File: config.mk
export PLATFORM = sky130hd
export DESIGN_NAME = bod_branch_unit
export DESIGN_NICKNAME = d
export VERILOG_FILES = /design/src/core/bod_pkg.sv /design/src/core/bod_qual_if.sv /design/src/core/bod_qual_decode.sv /design/src/core/bod_branch_unit.sv
export SDC_FILE = /design/constraint.sdc
export NUM_CORES = 1
export LEC_CHECK = 0
export BUFFER_PORTS_ARGS = -buffer_cell sky130_fd_sc_hd__buf_2
export CORE_MARGIN = 2
export CORE_UTILIZATION = 55
export DETAILED_ROUTE_END_ITERATION = 6
export PLACE_DENSITY = 0.88
export SLEW_MARGIN = 20
export SYNTH_ARGS = -nofsm -noshare
export SYNTH_HDL_FRONTEND = slang
export SYNTH_SLANG_ARGS = --single-unit
File: constraint.sdc
create_clock -name clk -period 4.45 [get_ports clk]
set_input_delay 0.2225 -clock clk [delete_from_list [all_inputs] [get_ports clk]]
set_output_delay 0.2225 -clock clk [all_outputs]
set_load 0.01 [all_outputs]
File: src/core/bod_pkg.sv
/*
  Shared constants and types for the branch and operand decode block.
  Assumes a 32-bit instruction word and one synchronous clock domain.
*/
package bod_pkg;
  localparam int unsigned WORD_W      = 32;
  localparam int unsigned SHORT_OFF_W = 16;
  localparam int unsigned LONG_OFF_W  = 26;
  localparam int unsigned VEC_W       = 9;
  localparam int unsigned VBASE_W     = 20;
  // Condition match field position within the instruction
  localparam int unsigned COND_HI     = 25;
  localparam int unsigned COND_LO     = 21;
  // Named condition encodings for bits 25..21
  localparam logic [4:0] COND_EQ0 = 5'h02;
  localparam logic [4:0] COND_NE0 = 5'h0D;
  localparam logic [4:0] COND_GT0 = 5'h01;
  localparam logic [4:0] COND_LT0 = 5'h0C;
  localparam logic [4:0] COND_GE0 = 5'h03;
  localparam logic [4:0] COND_LE0 = 5'h0E;
  // Reset values
  localparam logic [31:0] RESET_PTR = 32'h0000_0000;
  // Bounds-check vector number (plain default)
  localparam logic [8:0]  BOUNDS_VEC = 9'h005;
  // Full field width when the width operand is zero
  localparam logic [5:0]  FULL_WIDTH = 6'h20;

  typedef enum logic [3:0] {
    BOD_OP_NONE = 4'b0000,
    BOD_OP_BB0  = 4'b0001,
    BOD_OP_BB1  = 4'b0010,
    BOD_OP_BCND = 4'b0011,
    BOD_OP_TBND = 4'b0100,
    BOD_OP_BR   = 4'b0101,
    BOD_OP_BSR  = 4'b0110,
    BOD_OP_JMP  = 4'b0111
  } bod_op_t;

  typedef enum logic [2:0] {
    BOD_SZ_WORD = 3'b000,
    BOD_SZ_BYTE = 3'b001,
    BOD_SZ_BU   = 3'b010,
    BOD_SZ_HALF = 3'b011,
    BOD_SZ_HU   = 3'b100,
    BOD_SZ_DBL  = 3'b101
  } bod_size_t;

  typedef enum logic [1:0] {
    BOD_ST_RUN   = 2'b00,
    BOD_ST_DELAY = 2'b01,
    BOD_ST_TRAP  = 2'b10
  } bod_state_t;
endpackage

File: src/core/bod_qual_if.sv
/*
  Carries decoded operand qualifiers from the qualifier decoder to the top.
  Assumes both ends share the top module's clock.
*/
`timescale 1ns/1ps
`default_nettype none
interface bod_qual_if;
  import bod_pkg::*;
  logic            complement;
  logic            upper_half;
  logic            carry_in_option;
  logic            carry_out_option;
  bod_size_t       mem_size;
  logic            mem_signed;
  logic            user_space;
  logic [5:0]      width;
  logic [2:0]      fp_double;
  logic [4:0]      store_src;
  modport producer (output complement, upper_half, carry_in_option, carry_out_option,
                    mem_size, mem_signed, user_space, width, fp_double, store_src);
  modport consumer (input complement, upper_half, carry_in_option, carry_out_option,
                    mem_size, mem_signed, user_space, width, fp_double, store_src);
endinterface
`default_nettype wire

File: src/core/bod_qual_decode.sv
/*
  Combinational decoder for operand qualifier fields.
  Assumes qualifier fields arrive already separated from the instruction.
*/
`timescale 1ns/1ps
`default_nettype none
module bod_qual_decode
  import bod_pkg::*;
(
  input  wire logic       sel_complement,
  input  wire logic       sel_upper,
  input  wire logic [1:0] sel_carry,
  input  wire logic [2:0] sel_size,
  input  wire logic       sel_user,
  input  wire logic       supervisor,
  input  wire logic [4:0] field_width,
  input  wire logic [2:0] sel_fp_double,
  input  wire logic [4:0] dest_field,
  bod_qual_if.producer    q
);
  // Qualifier decode
  always_comb begin
    q.complement       = sel_complement;
    q.upper_half       = sel_upper;
    q.carry_in_option  = sel_carry[0];
    q.carry_out_option = sel_carry[1];
    q.user_space       = sel_user & supervisor;
    q.width            = (field_width == 5'h00) ? FULL_WIDTH
                                                : {1'b0, field_width};
    q.fp_double        = sel_fp_double;
    q.store_src        = dest_field;
    case (sel_size)
      3'h1:    q.mem_size = BOD_SZ_BYTE;
      3'h2:    q.mem_size = BOD_SZ_BU;
      3'h3:    q.mem_size = BOD_SZ_HALF;
      3'h4:    q.mem_size = BOD_SZ_HU;
      3'h5:    q.mem_size = BOD_SZ_DBL;
      default: q.mem_size = BOD_SZ_WORD;
    endcase
    q.mem_signed = !(q.mem_size == BOD_SZ_BU || q.mem_size == BOD_SZ_HU);
  end
endmodule
`default_nettype wire

File: src/core/bod_branch_unit.sv
/*
  Branch, bounds-check and operand qualifier decode for the execute stage.
  Assumes the register file supplies operands and accepts the pointer outputs.
*/
`timescale 1ns/1ps
`default_nettype none
module bod_branch_unit
  import bod_pkg::*;
(
  input  wire logic                      clk,
  input  wire logic                      reset_n,
  input  wire logic                      instr_valid,
  input  wire bod_pkg::bod_op_t          op,
  input  wire logic                      delay_option,
  input  wire logic [4:0]                bit_select_field,
  input  wire logic [4:0]                condition_match_field,
  input  wire logic [15:0]               short_branch_offset,
  input  wire logic [25:0]               long_branch_offset,
  input  wire logic [15:0]               unsigned_immediate,
  input  wire logic [15:0]               immediate_index,
  input  wire logic [31:0]               first_source_reg,
  input  wire logic [31:0]               second_source_reg,
  input  wire logic [31:0]               execute_pointer,
  input  wire logic [19:0]               vector_base_reg,
  input  wire logic                      carry_flag,
  input  wire logic                      sel_complement,
  input  wire logic                      sel_upper,
  input  wire logic [1:0]                sel_carry,
  input  wire logic [2:0]                sel_size,
  input  wire logic                      sel_user,
  input  wire logic                      supervisor,
  input  wire logic [4:0]                field_width,
  input  wire logic [2:0]                sel_fp_double,
  input  wire logic [4:0]                dest_field,
  output logic [31:0]                    fetch_pointer,
  output logic                           branch_taken,
  output logic                           delay_slot,
  output logic                           trap_taken,
  output logic                           exception_start,
  output logic [31:0]                    link_value,
  output logic [31:0]                    operand_b,
  output logic [31:0]                    mem_address,
  output logic                           carry_in_used,
  output logic                           carry_out_update,
  output bod_pkg::bod_size_t             mem_size,
  output logic                           mem_signed,
  output logic                           user_space_access,
  output logic [5:0]                     field_width_eff,
  output logic [2:0]                     fp_double,
  output logic [4:0]                     store_src_reg
);
  import bod_pkg::*;

  typedef struct packed {
    bod_state_t  state;
    logic [31:0] fetch_pointer;
    logic [31:0] pending_target;
    logic        branch_taken;
    logic        delay_slot;
    logic        trap_taken;
    logic        exception_start;
    logic [31:0] link_value;
    logic [31:0] operand_b;
    logic [31:0] mem_address;
    logic        carry_in_used;
    logic        carry_out_update;
    bod_size_t   mem_size;
    logic        mem_signed;
    logic        user_space_access;
    logic [5:0]  field_width_eff;
    logic [2:0]  fp_double;
    logic [4:0]  store_src_reg;
  } bod_regs_t;

  // Registered state and its next value
  bod_regs_t st_ff;
  bod_regs_t nxt_st;

  // Qualifier bundle from the decoder
  bod_qual_if q ();

  // Sign-extend a word offset shifted left by two
  function automatic logic [31:0] bod_short_target(input logic [31:0] base,
                                                   input logic [15:0] off);
    logic [31:0] ext;
    ext = {{14{off[15]}}, off, 2'b00};
    bod_short_target = base + ext;
  endfunction

  // Same for the long displacement
  function automatic logic [31:0] bod_long_target(input logic [31:0] base,
                                                  input logic [25:0] off);
    logic [31:0] ext;
    ext = {{4{off[25]}}, off, 2'b00};
    bod_long_target = base + ext;
  endfunction

  // Qualifier decoding
  bod_qual_decode u_qual (
    .sel_complement (sel_complement),
    .sel_upper      (sel_upper),
    .sel_carry      (sel_carry),
    .sel_size       (sel_size),
    .sel_user       (sel_user),
    .supervisor     (supervisor),
    .field_width    (field_width),
    .sel_fp_double  (sel_fp_double),
    .dest_field     (dest_field),
    .q              (q.producer)
  );

  // Decode helpers for the next-state logic
  logic        sign_flag;
  logic        zero_flag;
  logic [3:0]  cond_hits;
  logic        cond_true;
  logic        bit_value;
  logic        bound_fail;
  logic [31:0] seq_next;
  logic [31:0] trap_target;
  logic [31:0] opb_raw;

  // Condition flags and tests
  always_comb begin
    sign_flag  = first_source_reg[31];
    zero_flag  = ~|first_source_reg[30:0];
    cond_hits  = {sign_flag  &  zero_flag,   // Bit 24: most negative
                  sign_flag  & ~zero_flag,   // Bit 23: below zero
                  ~sign_flag &  zero_flag,   // Bit 22: zero
                  ~sign_flag & ~zero_flag};  // Bit 21: above zero
    // Bit 25 of the match field is deliberately left out
    cond_true  = |(condition_match_field[3:0] & cond_hits);
    bit_value  = first_source_reg[bit_select_field];
    bound_fail = first_source_reg > {16'h0000, unsigned_immediate};
    seq_next   = st_ff.fetch_pointer + 32'h0000_0004;
    trap_target = {vector_base_reg, 3'b000, 9'h000}
                  | {20'h00000, BOUNDS_VEC, 3'b000};
  end

  // Second operand with complement and upper-half options
  always_comb begin
    opb_raw = (op == BOD_OP_NONE && sel_upper)
              ? {unsigned_immediate, 16'h0000} : second_source_reg;
    if (q.complement) begin
      opb_raw = ~opb_raw;
    end
  end

  // Next-state logic
  always_comb begin
    // Pulses default low; qualifiers follow inputs
    nxt_st                 = st_ff;
    nxt_st.branch_taken    = 1'b0;
    nxt_st.trap_taken      = 1'b0;
    nxt_st.exception_start = 1'b0;
    nxt_st.delay_slot      = 1'b0;
    nxt_st.operand_b       = opb_raw;
    nxt_st.mem_address     = first_source_reg + {16'h0000, immediate_index};
    nxt_st.carry_in_used   = q.carry_in_option & carry_flag;
    nxt_st.carry_out_update = q.carry_out_option;
    nxt_st.mem_size        = q.mem_size;
    nxt_st.mem_signed      = q.mem_signed;
    nxt_st.user_space_access = q.user_space;
    nxt_st.field_width_eff = q.width;
    nxt_st.fp_double       = q.fp_double;
    nxt_st.store_src_reg   = q.store_src;
    // Instructions are only honoured in RUN
    case (st_ff.state)
      BOD_ST_RUN: begin
        if (instr_valid) begin
          logic        take;
          logic [31:0] tgt;
          take = 1'b0;
          tgt  = seq_next;
          case (op)
            // Branch when the tested bit is clear
            BOD_OP_BB0: begin
              take = ~bit_value;
              tgt  = bod_short_target(execute_pointer, short_branch_offset);
            end
            // Branch when the tested bit is set
            BOD_OP_BB1: begin
              take = bit_value;
              tgt  = bod_short_target(execute_pointer, short_branch_offset);
            end
            // Branch on any enabled condition
            BOD_OP_BCND: begin
              take = cond_true;
              tgt  = bod_short_target(execute_pointer, short_branch_offset);
            end
            // Always branch, long displacement
            BOD_OP_BR, BOD_OP_BSR: begin
              take = 1'b1;
              tgt  = bod_long_target(execute_pointer, long_branch_offset);
            end
            // Register target, forced to a word address
            BOD_OP_JMP: begin
              take = 1'b1;
              tgt  = {second_source_reg[31:2], 2'b00};
            end
            // Not a flow change: fall through
            default: begin
              take = 1'b0;
            end
          endcase
          // Return address skips the delay slot when one is used
          if (op == BOD_OP_BSR) begin
            nxt_st.link_value = execute_pointer + (delay_option ? 32'h0000_0008
                                                                : 32'h0000_0004);
          end
          // A trap outranks any branch and has its own target
          if (op == BOD_OP_TBND && bound_fail) begin
            nxt_st.fetch_pointer   = trap_target;
            nxt_st.trap_taken      = 1'b1;
            nxt_st.state           = BOD_ST_TRAP;
          end else if (take && delay_option) begin
            // Delay slot: the next sequential word issues first
            nxt_st.fetch_pointer   = seq_next;
            nxt_st.pending_target  = tgt;
            nxt_st.delay_slot      = 1'b1;
            nxt_st.state           = BOD_ST_DELAY;
          end else if (take) begin
            nxt_st.fetch_pointer   = tgt;
            nxt_st.branch_taken    = 1'b1;
          end else begin
            // False test or plain instruction: next word
            nxt_st.fetch_pointer   = seq_next;
          end
        end
      end
      // Delay slot has issued; redirect to the saved target
      BOD_ST_DELAY: begin
        nxt_st.fetch_pointer = st_ff.pending_target;
        nxt_st.branch_taken  = 1'b1;
        nxt_st.state         = BOD_ST_RUN;
      end
      // Vector loaded; exception handling starts now
      BOD_ST_TRAP: begin
        nxt_st.exception_start = 1'b1;
        nxt_st.state           = BOD_ST_RUN;
      end
      // Unused encoding recovers to RUN
      default: begin
        nxt_st.state = BOD_ST_RUN;
      end
    endcase
  end

  // State register
  always_ff @(posedge clk or negedge reset_n) begin
    if (!reset_n) begin
      st_ff <= '0;
      st_ff.fetch_pointer <= RESET_PTR;
      st_ff.state <= BOD_ST_RUN;
    end else begin
      st_ff <= nxt_st;
    end
  end

  // Outputs straight from the state register
  assign fetch_pointer     = st_ff.fetch_pointer;
  assign branch_taken      = st_ff.branch_taken;
  assign delay_slot        = st_ff.delay_slot;
  assign trap_taken        = st_ff.trap_taken;
  assign exception_start   = st_ff.exception_start;
  assign link_value        = st_ff.link_value;
  assign operand_b         = st_ff.operand_b;
  assign mem_address       = st_ff.mem_address;
  assign carry_in_used     = st_ff.carry_in_used;
  assign carry_out_update  = st_ff.carry_out_update;
  assign mem_size          = st_ff.mem_size;
  assign mem_signed        = st_ff.mem_signed;
  assign user_space_access = st_ff.user_space_access;
  assign field_width_eff   = st_ff.field_width_eff;
  assign fp_double         = st_ff.fp_double;
  assign store_src_reg     = st_ff.store_src_reg;
endmodule
`default_nettype wire

* Yosys cells after proc, flatten, opt, wreduce, memory -nomap -nowiden
Cells that the tools add are included.
Widths: inputs -> output; s select.
** Operators by class
- Div/mod/pow operators :: 0
- $mul :: 0
- Shifts and indexed selects :: 0
- Add/subtract/negate cells :: 5
- Bitwise logic cells :: 11
- Muxes and demuxes :: 27
- Reductions and logical operators :: 19
- $lt $le $gt $ge :: 2
- Equality and inequality tests :: 18
** Operators by type and width (count)
- $mux 32 :: 5
- $pmux 32 s3 :: 1
- $mux 69 :: 1
- $mux 34 :: 2
- $add 32x32->32 :: 2
- $pmux 32 s2 :: 1
- $add 32x16->32 :: 1
- $add 32x3->32 const B :: 1
- $add 32x4->32 :: 1
- $gt 32x16->1 :: 1
- $not 32->32 :: 1
- $reduce_or 31->1 :: 1
- $eq 4x3->1 const B :: 4
- $pmux 3 s5 :: 1
- $eq 3x2->1 const B :: 3
- $eq 3x3->1 const B :: 3
- $eq 4x2->1 const B :: 2
- $mux 1 :: 8
- $and 1x1->1 :: 6
- $lt 5x6->1 const B :: 1
- $mux 2 :: 3
- $mux 6 :: 1
- $reduce_or 3->1 :: 2
- $bmux 1 s5 :: 1
- 23 further kinds :: 29
** Word-level totals
- Latch bits :: 0
- Bits in read-only memories :: 0
- Memories kept :: 0
- Bits of input ports :: 231
- Logic and storage cells :: 100
- Output and inout port bits :: 153
- RAM bits :: 0
- Flip-flop bits (word level) :: 187

* Logic depth before layout (Yosys ltp)
- Depth after elaboration :: 13
- Depth in mapped cells :: 17
- Depth with buffers taken out :: 14

* Cells and area by module
Synthesis repeated with hierarchy kept, for this count alone.
** Unflattened totals
- Cells, all modules :: 1432
- Area total of the unflattened synthesis :: 13242.7 µm²
** By module, submodules not included
- bod_branch_unit :: seq. area each 4679.5 µm², cells each 1403, area each 13046.3 µm², times used 1
- bod_qual_decode :: seq. area each 0.0 µm², cells each 29, area each 196.4 µm², times used 1

* Least setup slack after synthesis
Ideal clock, no wire load.
- Kind :: in2reg
- Start :: in op[1]
- End :: reg, netlist name fetch_pointer[31]
- Arrival time :: 3.882 ns
- Library setup time :: 0.143 ns
- Slack :: 0.425 ns
- Data required time :: 4.307 ns
- Buffers on the path :: 3
- Stages :: 16
- Cell sequence :: clkbuf_1 > xnor2_1 > nor2_1 > clkbuf_1 > mux2_2 > ha_1 > clkbuf_1 > and3_1 > and4_1 > o21ai_0 > and2_1 > o31ai_1 > a211oi_1 > a41o_1 > a211oi_1 > o211ai_1
** On the way
- Cells in the longest elaborated chain, start to end :: 10
- Elaborated cells on any way between the ends :: 21
- Classes of those cells :: 7 x eq/ne; 9 x mux; 5 x reduce/logical
** RTL lines
- start, declared :: line bod_branch_unit.sv:13 : input wire bod_pkg::bod_op_t op,
- $eq 4x3->1 :: line bod_branch_unit.sv:175 : case (op)
- $reduce_or 3->1 (no source line)
- $pmux 1 s4 :: line bod_branch_unit.sv:175
- $mux 1 :: line bod_branch_unit.sv:170 : if (instr_valid) begin
- $mux 1 :: line bod_branch_unit.sv:168 : case (st_ff.state)
- $mux 32 or $logic_and 1x1->1 (tied branches) :: line bod_branch_unit.sv:222, bod_branch_unit.sv:216
- $mux 32 :: line bod_branch_unit.sv:216 : end else if (take && delay_option) begin
- $mux 34 (*) :: line bod_branch_unit.sv:212 : if (op == BOD_OP_TBND && bound_fail) begin
- $mux 69 (*) :: line bod_branch_unit.sv:170
- $pmux 32 s2 (*) :: line bod_branch_unit.sv:168
Mark *: on every way between the ends. The rest lies on a longest branch, timed or not. The select of a mux whose other input is x is not followed.
A chain may end at the register's enable or synchronous reset.

* Worst setup path in the final report
- Start :: in op[3]
- End :: reg, netlist name fetch_pointer[31]
** On the way
- Cells in the longest elaborated chain, start to end :: 10
- Elaborated cells on any way between the ends :: 21
- Classes of those cells :: 7 x eq/ne; 9 x mux; 5 x reduce/logical
** RTL lines (line)
- $eq 4x3->1 :: bod_branch_unit.sv:175
- $reduce_or 3->1 (no source line)
- $pmux 1 s4 :: bod_branch_unit.sv:175
- $mux 1 :: bod_branch_unit.sv:170
- $mux 1 :: bod_branch_unit.sv:168
- $mux 32 or $logic_and 1x1->1 (tied branches) :: bod_branch_unit.sv:222, bod_branch_unit.sv:216
- $mux 32 :: bod_branch_unit.sv:216
- $mux 34 (*) :: bod_branch_unit.sv:212
- $mux 69 (*) :: bod_branch_unit.sv:170
- $pmux 32 s2 (*) :: bod_branch_unit.sv:168
Marked as above.

==> impl_summary.log <==
[metrics] run status: completed
[metrics] number of flops mapped to enable cells by yosys: 0
[metrics] setup repair after global routing missed its margin: false
[metrics] Starting DRT DRC Count: between 1000 and 1500
[metrics] aggregate global routing overflow: 0
[metrics] final RePlAce weighted congestion: roughly 0.95
[metrics] Total Die Area: approximately 26000 um^2
[metrics] cell area after technology mapping: ~13000 um^2
[metrics] Initial Utilization: a little under three fifths
[metrics] average footprint of a synthesized cell: 9.18 um^2
[metrics] #FFs+latches synth: roughly 190
[metrics] Data required, critical path: between 4 and 5 ns
[metrics] proportion of synthesized chip area in sequential cells: a little over a third
[metrics] worst setup timing slack at the placement stage: between 0.4 and 0.5 ns
[metrics] clock sink count: roughly 190
[metrics] Arr. time, crit path: roughly 3.9 ns
[metrics] Die Wd: between 150 and 200 um
[metrics] site row count: 57
[metrics] nets in the synthesized netlist: ~1800
[metrics] maximum vdd drop: between 0.2 and 0.3 mV
[metrics] # nets final: between 1500 and 2000
[metrics] Maximum Capacitance Violations: 0
[metrics] post-layout utilization of the core: 63.7%
[metrics] detailed-route wire length: roughly 43 mm
[metrics] initial antenna violation count: 8
[metrics] maximum count of clock buffers along a single path: 2
[metrics] type of destination of the critical path: register
[metrics] Slew headroom: between 30% and 40%
[metrics] CTS Buf Count: 17
[metrics] DR pass1 iterations: 6
[metrics] share of final-layout standard cells stronger than drive strength 1: 28.2%
[metrics] largest net degree at the start of global routing: between 90 and 100
[metrics] DRC violation count after routing: 0
[metrics] FMAX: approximately 0.28 GHz
[metrics] Clock transition at path regs: ~0.07 ns
[metrics] final design instance area without fill: 15400 um^2
[metrics] CTS HTree Levels: 4
[metrics] share of Yosys cell area claimed by the top area cell type: between 30% and 40%
[metrics] number of I/O pins: 384
[metrics] total via count in the routed design: roughly 12000
[metrics] max reg flops: 34
[metrics] clock tree from TritonCTS: built
[metrics] sum of net half-perimeters after detailed placement: approximately 33 mm
[metrics] multi-input gate area in the final layout: 7210 um^2
[metrics] total count of hold-check failures in the final report: 0
[metrics] top cell types by occurrence after synthesis: dfrtp_1, buf_4, nand2_1
[metrics] core region area: roughly 24000 um^2
[metrics] CP startpoint kind: primary input
[metrics] kind of path behind the tightest hold check: primary input to register
[metrics] final sum of negative setup slack: 0 ns
[metrics] count of input and output buffers: between 300 and 400
[metrics] Largest Register: st_ff
[metrics] average routed wire per standard cell: between 20 and 25 um
[metrics] setup clock skew after layout: between 0.01 and 0.015 ns
[metrics] overall fraction of global-route tracks in use: about 33%
[metrics] leakage: about 0.0075 uW
[metrics] via count of the first global-routing pass: 11834
[metrics] Warnings, synthesis: 0
[metrics] Finish-stage setup viols: 0
[metrics] crit path time final: 3.63 ns
[metrics] slew of the pin with the lowest slew margin: around 1.0 ns
[metrics] first-pass GRT wire length: roughly 66 mm
[metrics] area overhead of the layout relative to synthesis: 14.8%
[metrics] final antenna-violating net count: 0
[metrics] most area-consuming cells after synthesis: dfrtp_1, buf_4, ha_1
[metrics] crit-path max FO: 18
[metrics] final worst slack: 0.818 ns
[metrics] total cell area at the placement stage: ~14000 um^2
[metrics] leading cell type by number of instances after synthesis: dfrtp_1
[metrics] Fillers: 2006
[metrics] Final period util: just over 80%
[metrics] gate count of the mapped netlist: between 1000 and 1500
[metrics] average vias per placed instance: between 5 and 6
[metrics] cell at the root of the clock tree: clkbuf_16
[metrics] Max Slew Vio Count: 0
[metrics] distinct cell type count after synthesis: 67
[metrics] die height: between 150 and 200 um
[metrics] share of flip-flops with an asynchronous set or reset after synthesis: 100%
[metrics] clock latency at the later pin of the worst-skew pair: between 0.4 and 0.5 ns
[metrics] Sequential cell area: 4680 um^2
[metrics] Power Density: between 300 and 400 nW/um^2
[metrics] most instantiated flip-flop cell in the synthesis netlist: dfrtp_1
[metrics] cell taking the most area after synthesis: dfrtp_1
[metrics] category of the critical setup timing path: primary input to register
[metrics] Total Power Consumption: 5870 uW
where the power goes:
group	internal, uW	switching [uW]	total (uW)
sequential	2050	288	2340
clock	862	794	1660
combinational	810	1070	1880
what timing repair did:
| action | in CTS | in global routing |
|---|---|---|
| setup buffers | 0 | 0 |
| hold buffers | 21 | 0 |
| gates resized for setup | 0 | 0 |
| setup endpoints to repair | 0 | 0 |
| hold endpoints to repair | 117 | 0 |
placed cells by master (no fill, tap or decap), drive strengths merged, types with 10 or more instances in the layout:
master,count
o21ai,90
a22oi,11
nor4,10
mux2,40
dfrtp,187
ha,66
a21o,39
a21oi,73
nor3,13
a31oi,15
nand2,135
xnor2,93
nor2b,14
xor2,47
nor2,83
nand3,36
and3,26
inv,48
nand4,24
mux2i,35
o211ai,15
and2,11
nand2b,14
a222oi,19
clkbuf,18
buf,397
dlygate4sd3,21
worst max-delay path, cell delays in order:
cell and delay [ns]:
buf_2 0.12, nand2b_1 0.18, nor2_2 0.12, buf_4 0.28, mux2_2 0.38, ha_1 0.40
and3_1 0.29, and4_1 0.21, o21ai_0 0.12, and2_1 0.22, o31ai_1 0.51, a211oi_1 0.15
a41o_1 0.23, a211oi_1 0.36, o211ai_1 0.13
final timing paths:
check                                             start                            end  slack (ns)  depth (start not counted)
setup / recovery                                  op[3]  fetch_pointer[31]$_DFFE_PN0P_        0.82                         15
hold / removal                     first_source_reg[26]      mem_address[26]$_DFF_PN0_        0.02                          2
setup reg to reg           fetch_pointer[2]$_DFFE_PN0P_  fetch_pointer[24]$_DFFE_PN0P_        1.87                          9
hold reg to reg              link_value[27]$_DFFE_PN0P_     link_value[27]$_DFFE_PN0P_        0.48                          2
max in group asynchronous                       reset_n  fetch_pointer[31]$_DFFE_PN0P_        3.00                          3
min in group asynchronous                       reset_n         fp_double[2]$_DFF_PN0_        0.44                          2
cell type report:
cell class                 count  share of cell area (%)
timing repair buffer         419                    14.7
clock inverter                15                    1.29
sequential                   187                    30.5
antenna                        7                   0.114
inverter                      41                    1.00
tap                          324                    2.64
multi-input combinational   1019                    47.0
clock buffer                  17                    2.77
cell families after synthesis:
family | share of synthesized area [%]
and+or+nand+nor | 14.1
muxes | 7.26
adders and majority gates | 6.63
DFF | 35.0
AOI/OAI and AO/OA | 16.5
buffers and inverters | 11.3
xor gates and xnor gates | 9.17
per-stage QoR:
| step | std cells | hold slack [ns] |
|---|---|---|
| finish | 2029 | 0.0151 |
| global route | 2028 | 0.0174 |
| CTS | 2022 | 0.00365 |
| detailed placement | 1969 | 0.332 |
| global placement | 1969 | 0.330 |
| floorplan | 1457 | -0.0731 |
layer usage:
layer / vias to the layer above / global-route usage [%] / wire length, um
met5: - / 0 / 27
met4: 4 / 17.4 / 2260
met3: 122 / 7.01 / 3870
met2: 678 / 53.7 / 20100
met1: 5804 / 42.0 / 17000
li1: 5509 / - / -
(Power assumes the default switching activity.)
